### src/logic/watchdog_pkg.sv
package watchdog_pkg;

  localparam int unsigned COUNT_WIDTH = 32;
  localparam logic [31:0] RELOAD_RESET_VALUE = 32'hFFFFFFFF;
  localparam logic [31:0] COUNT_RESET_VALUE = 32'hFFFFFFFF;
  localparam logic [31:0] UNLOCK_KEY = 32'h1ACCE551;
  localparam logic [31:0] COUNT_ZERO = 32'h00000000;
  localparam logic [31:0] COUNT_STEP = 32'h00000001;
  localparam logic [31:0] GUARD_LOCKED_READ = 32'h00000001;
  localparam logic [31:0] GUARD_UNLOCKED_READ = 32'h00000000;
  localparam logic [1:0] SYNC_RESET = 2'h0;

  // Software write strobes with their data, one-cycle pulses from the processor side
  typedef struct packed {
    logic reload_we;
    logic [31:0] reload_data;
    logic control_we;
    logic reset_output_enable;
    logic irq_enable;
    logic irq_clear_we;
    logic guard_we;
    logic [31:0] guard_data;
  } sw_write_type;

  typedef struct packed {
    logic [31:0] timeout_reload_value;
    logic [31:0] count;
    logic reset_output_enable;
    logic irq_enable;
    logic raw_irq_flag;
    logic locked;
    logic sys_reset;
    logic nmi;
    logic masked_irq_flag;
  } wd_state_type;

  localparam wd_state_type WD_STATE_RESET = '{
    timeout_reload_value: RELOAD_RESET_VALUE,
    count: COUNT_RESET_VALUE,
    reset_output_enable: 1'b0,
    irq_enable: 1'b0,
    raw_irq_flag: 1'b0,
    locked: 1'b0,
    sys_reset: 1'b0,
    nmi: 1'b0,
    masked_irq_flag: 1'b0
  };

endpackage

### src/logic/watchdog_timeout_unit.sv
`timescale 1ns/1ps
// Overview of operation
// - 32-bit counter reloads and decrements while enabled
// - Zero count raises time-out; enable arms interrupt
// - First time-out reloads counter and keeps counting
// - Second zero with pending interrupt asserts reset
// - Clearing interrupt reloads counter and resumes
// - Reload write loads counter immediately
// - Reload write leaves pending interrupt set
// - Enabling interrupt preloads counter from reload
// - Interrupt enable starts counting, locks control
// - Guard write of any value but the unlock key locks reload, clear and control writes
// - Unlock key written to guard unlocks
// - Time-out drives NMI; reset alternative output
// - Zero reload value raises interrupt immediately
// - Clear write drops interrupt and reloads
// - Guard reads one locked, zero unlocked
// - Masked flag is raw AND enable
module watchdog_timeout_unit
  import watchdog_pkg::*;
(
  input wire logic clock,
  input wire logic rst_b,
  input wire logic watchdog_gate_bit,
  input sw_write_type sw_write,
  output logic [31:0] timeout_reload_value,
  output logic [31:0] count_value,
  output logic reset_output_enable,
  output logic irq_enable,
  output logic raw_irq_flag,
  output logic masked_irq_flag,
  output logic [31:0] write_guard,
  output logic nmi_out,
  output logic sys_reset_out
);

  wd_state_type state_reg;
  wd_state_type state_next;
  logic gate_on;
  logic guard_open;
  logic ctrl_open;
  logic timeout;

  // Zero decode is shared by the time-out path and its checks
  function automatic logic at_zero(input logic [31:0] value);
    at_zero = (value == COUNT_ZERO);
  endfunction

  // The gate bit is driven from the clock controller, so it is resynchronised
  gate_sync u_gate_sync (
    .clock(clock),
    .rst_b(rst_b),
    .async_in(watchdog_gate_bit),
    .sync_out(gate_on)
  );

  always_comb
  begin
    state_next = state_reg;
    guard_open = gate_on && !state_reg.locked;
    // Control stays frozen once the interrupt is enabled; only reset reopens it
    ctrl_open = guard_open && !state_reg.irq_enable;
    timeout = gate_on && state_reg.irq_enable && at_zero(state_reg.count);
    if (gate_on && state_reg.irq_enable)
    begin
      if (timeout)
      begin
        // A zero reload keeps the counter at zero, so the flag rises at once
        state_next.raw_irq_flag = 1'b1;
        state_next.count = state_reg.timeout_reload_value;
        if (state_reg.raw_irq_flag && state_reg.reset_output_enable)
          state_next.sys_reset = 1'b1;
      end
      else
        state_next.count = state_reg.count - COUNT_STEP;
    end
    if (guard_open && sw_write.irq_clear_we)
    begin
      // A time-out in the same cycle wins over the clear
      state_next.raw_irq_flag = timeout;
      state_next.count = state_reg.timeout_reload_value;
    end
    if (guard_open && sw_write.reload_we)
    begin
      // Flag untouched here by design
      state_next.timeout_reload_value = sw_write.reload_data;
      state_next.count = sw_write.reload_data;
    end
    if (ctrl_open && sw_write.control_we)
    begin
      state_next.reset_output_enable = sw_write.reset_output_enable;
      state_next.irq_enable = sw_write.irq_enable;
      if (sw_write.irq_enable)
        state_next.count = sw_write.reload_we ? sw_write.reload_data
                                               : state_reg.timeout_reload_value;
    end
    if (gate_on && sw_write.guard_we)
      state_next.locked = (sw_write.guard_data != UNLOCK_KEY);
    state_next.nmi = state_next.raw_irq_flag && state_next.irq_enable;
    state_next.masked_irq_flag = state_next.raw_irq_flag && state_next.irq_enable;
  end

  always_ff @(posedge clock or negedge rst_b)
  begin
    if (!rst_b)
      state_reg <= WD_STATE_RESET;
    else
      state_reg <= state_next;
  end

  assign timeout_reload_value = state_reg.timeout_reload_value;
  assign count_value = state_reg.count;
  assign reset_output_enable = state_reg.reset_output_enable;
  assign irq_enable = state_reg.irq_enable;
  assign raw_irq_flag = state_reg.raw_irq_flag;
  assign masked_irq_flag = state_reg.masked_irq_flag;
  assign write_guard = state_reg.locked ? GUARD_LOCKED_READ : GUARD_UNLOCKED_READ;
  assign nmi_out = state_reg.nmi;
  assign sys_reset_out = state_reg.sys_reset;
endmodule

### src/logic/gate_sync.sv
`timescale 1ns/1ps
// Two-stage synchroniser for the clock gating bit, which comes from another block's domain
module gate_sync
  import watchdog_pkg::*;
(
  input wire logic clock,
  input wire logic rst_b,
  input wire logic async_in,
  output logic sync_out
);

  logic [1:0] stage_reg;
  logic [1:0] stage_next;

  always_comb
  begin
    stage_next = {stage_reg[0], async_in};
  end

  always_ff @(posedge clock or negedge rst_b)
  begin
    if (!rst_b)
      stage_reg <= SYNC_RESET;
    else
      stage_reg <= stage_next;
  end

  assign sync_out = stage_reg[1];

endmodule

### config.mk
export PLATFORM = sky130hd
export DESIGN_NAME = watchdog_timeout_unit
export DESIGN_NICKNAME = d
export VERILOG_FILES = /design/src/logic/watchdog_pkg.sv /design/src/logic/watchdog_timeout_unit.sv /design/src/logic/gate_sync.sv
export SDC_FILE = /design/constraint.sdc
export NUM_CORES = 1
export LEC_CHECK = 0
export BUFFER_PORTS_ARGS = -buffer_cell sky130_fd_sc_hd__buf_2
export CORE_MARGIN = 2
export CORE_UTILIZATION = 45
export CTS_CLUSTER_DIAMETER = 60
export DETAILED_ROUTE_END_ITERATION = 8
export GPL_TIMING_DRIVEN = 0
export HOLD_SLACK_MARGIN = 0.15
export PLACE_DENSITY = 0.83
export SETUP_SLACK_MARGIN = 0.02
export SKIP_CTS_REPAIR_TIMING = 1
export SYNTH_ARGS = -nofsm -noshare
export SYNTH_HDL_FRONTEND = slang
export SYNTH_SLANG_ARGS = --single-unit
### constraint.sdc
create_clock -name clock -period 3.2 [get_ports clock]
set_input_delay 0.48 -clock clock [delete_from_list [all_inputs] [get_ports clock]]
set_output_delay 0.48 -clock clock [all_outputs]
set_load 0.01 [all_outputs]
==> flow_metrics.env <==
export IMPL_mappedNetlistArea_um2=5010
export IMPL_crit_path_time_final_ns=3.04
export IMPL_ys_seq_area_share_pct=37.5
export IMPL_report_final_setup_viol=0
export IMPL_timing_hold_worst_class="in -> reg"
export IMPL_yosysUniqueCellTypes=69
export IMPL_synth_compound_gate_area_share_pct=19.9
export IMPL_cp_max_fo=10
export IMPL_reported_leakage_power_nw=2.89
export IMPL_mostFrequentLayoutCell="sky130_fd_sc_hd__buf_2"
export IMPL_finalWeightedCongestion=0.972
export IMPL_synth_top_family_by_area="simple AND/OR/NAND/NOR gates"
export IMPL_detail_route_first_pass_iterations=6
export IMPL_avgViaCountPerCell=5.97
export IMPL_hold_path_startpoint="watchdog_gate_bit"
export IMPL_worst_setup_path_start_kind="register"
export IMPL_drtIter0Drc=836
export IMPL_antenna_found_initial=0
export IMPL_overflow=0
export IMPL_timing_reg2reg_worst_path_depth=10
export IMPL_fill_count=1059
export IMPL_layout_worst_path_cycle_share_pct=95.1
export IMPL_start_util_pct=46.2
export IMPL_placement_cell_area_um2=6020
export IMPL_buffer_ports_inserted=143
export IMPL_cts_inserted_buffers=9
export IMPL_ys_seq_elements=72
export IMPL_tritoncts="built"
export IMPL_ff_latch_area_um2=1880
export IMPL_maxClockFrequency_ghz=0.329
export IMPL_fp_dieH_um=110
export IMPL_flow_area_growth_from_synthesis_pct=24.2
export IMPL_clkTransAtPathRegs_ns=0.08
export IMPL_io_pins=175
export IMPL_cap_violations=0
export IMPL_hold_slack_ns=0.225
export IMPL_finalWirelength_um=18200
export IMPL_synthFlopType="sky130_fd_sc_hd__dfstp_2"
export IMPL_run_status="complete, no violations"
export IMPL_synth_cells=609
export IMPL_hold_viol=0
export IMPL_routed_wire_length_per_instance_um=19.3
export IMPL_worst_hold_path_endpoint="u_gate_sync.stage_reg[0]"
export IMPL_first_pass_grt_wire_length_um=27700
export IMPL_most_frequent_cells_in_the_layout="sky130_fd_sc_hd__buf_2, sky130_fd_sc_hd__nand2_1, sky130_fd_sc_hd__dfstp_2, sky130_fd_sc_hd__buf_4"
export IMPL_simple_gate_fraction_of_synth_area_pct=28.7
export IMPL_syn_avg_cell_area_um2=8.23
export IMPL_power_mw=3.71
export IMPL_count_of_nets_after_finishing=870
export IMPL_synth_area_mux_share_pct=2.35
export IMPL_combined_area_of_the_multi_input_logic_cells_um2=2850
export IMPL_async_reset_ff_share_pct=100
export IMPL_synth_xor_xnor_area_share_pct=3.14
export IMPL_fp_dieW_um=110
export IMPL_worst_ir_drop_vdd_mv=0.312
export IMPL_worstSkewPairLatency_ns=0.36
export IMPL_cts_sinks=72
export IMPL_tightestPinTransition_ns=0.916
export IMPL_clock_tree_root_cell="sky130_fd_sc_hd__clkbuf_8"
export IMPL_worstSetupEndpointType="register"
export IMPL_num_rows=38
export IMPL_slew_viol_final=0
export IMPL_grt_start_max_net_pins=73
export IMPL_detailedPlacementHpwl_um=13200
export IMPL_remaining_max_slew_budget_at_the_tightest_pin_pct=38.9
export IMPL_finalInstanceArea_um2=6230
export IMPL_hold_path_depth=1
export IMPL_cp_required_ns=3.46
export IMPL_design_core_area_um2=10800
export IMPL_synth_edff_count=0
export IMPL_clock_tree_buffer_depth=2
export IMPL_first_global_vias=5097
export IMPL_rsz0062_at_grt="false"
export IMPL_drc_errors=0
export IMPL_rr_startpoint="count_value[0]"
export IMPL_vias=5612
export IMPL_reg2reg_end="count_value[7]"
export IMPL_synth_adder_area_share_pct=0.250
export IMPL_power_per_cell_area_nw_per_um2=595
export IMPL_n_antenna_cell=0
export IMPL_grt_usage_pct=30.5
export IMPL_antenna_left=0
export IMPL_cp_data_arrival_time_ns=3.30
export IMPL_htree_levels=3
export IMPL_die_area_um2=12000
export IMPL_setup_tns_final_ns=0
export IMPL_path_class="reg -> reg"
export IMPL_yosysWarnings=0
export IMPL_clock_skew_final_ns=0.0130
export IMPL_drive_gt1_share_pct=34.9
export IMPL_rrSetupSlack_ns=0.16
per-layer routing:
layer,wire length [um],vias up,track usage (%)
li1,-,2546,-
met1,7200,2617,41.2
met2,8210,391,47.5
met3,2080,58,6.16
met4,673,0,12.9
met5,0,-,0
how the worst max path moves through the flow:
stage	start	end	slack (ns)
floorplan	count_value[0]	count_value[6]	0.68
global placement	count_value[16]	count_value[0]	0.1
detailed placement	count_value[16]	count_value[0]	0.12
CTS	count_value[16]	count_value[0]	0.09
global route	count_value[0]	count_value[7]	0.08
finish	count_value[0]	count_value[7]	0.16
final cells by class:
type / count / share of cell area [%]
buffer: 68 / 6.23
clock buffer: 14 / 2.61
clock inverter: 1 / 0.0804
inverter: 5 / 0.301
multi-input combinational: 494 / 45.8
sequential: 72 / 30.2
tap: 140 / 2.81
timing repair buffer: 146 / 11.9
where the power goes:
part | total [mW] | internal (mW) | leakage (nW) | switching, mW
clock network | 0.664 | 0.320 | 0.0865 | 0.344
logic | 1.31 | 0.609 | 2.03 | 0.702
registers | 1.73 | 1.34 | 0.767 | 0.397
total | 3.71 | 2.26 | 2.89 | 1.44
logic make-up (layout without fill, tap and decap cells):
group                    after synthesis  count (layout)
XOR/XNOR                              18              18
AND/OR/NAND/NOR                      289             289
flip-flops                            72              72
adder cells (fa/ha/maj)                1               1
other                                  1              31
buffers and inverters                 73             234
multiplexers                          11              11
AO/OA/AOI/OAI                        144             144
synth_stat cells (all sizes together) (6+ instances only):
library cell	count	area, um^2
a21oi	28	144
xnor2	6	52.6
nor3	22	110
nor4	15	130
a211oi	8	60.1
nand2	142	536
mux2i	8	80.1
dfstp	64	1680
a22oi	10	75.1
a222oi	6	60.1
clkbuf	27	101
nor2b	6	37.5
or3	9	56.3
xor2	12	105
buf	41	285
nor2	32	123
or4	9	82.6
nand4	7	43.8
a221oi	8	70.1
o21ai	30	150
o22ai	8	50.1
dfrtp	8	200
o2111ai	9	78.8
nand3	13	65.1
per-stage QoR:
step           util [%]  std cells  setup WS [ns]
2_1_floorplan         -        639          0.680
3_3_place_gp       55.5        922         0.0992
3_5_place_dp       55.5        922          0.118
4_1_cts            57.1        937         0.0891
5_1_grt            57.4        940         0.0788
6_report           57.4        940          0.158
worst max-delay path, cell delays in order, from the launching register on:
cell and delay [ns]:
sky130_fd_sc_hd__dfstp_2 0.41, sky130_fd_sc_hd__inv_1 0.07, sky130_fd_sc_hd__ha_1 0.30, sky130_fd_sc_hd__nor4b_1 0.39
sky130_fd_sc_hd__nand4b_1 0.37, sky130_fd_sc_hd__or4_1 0.54, sky130_fd_sc_hd__clkbuf_1 0.17, sky130_fd_sc_hd__buf_2 0.23
sky130_fd_sc_hd__o211ai_1 0.13, sky130_fd_sc_hd__o211ai_1 0.13, sky130_fd_sc_hd__a22oi_1 0.21
No activity file was read; power rests on OpenSTA's default activity.
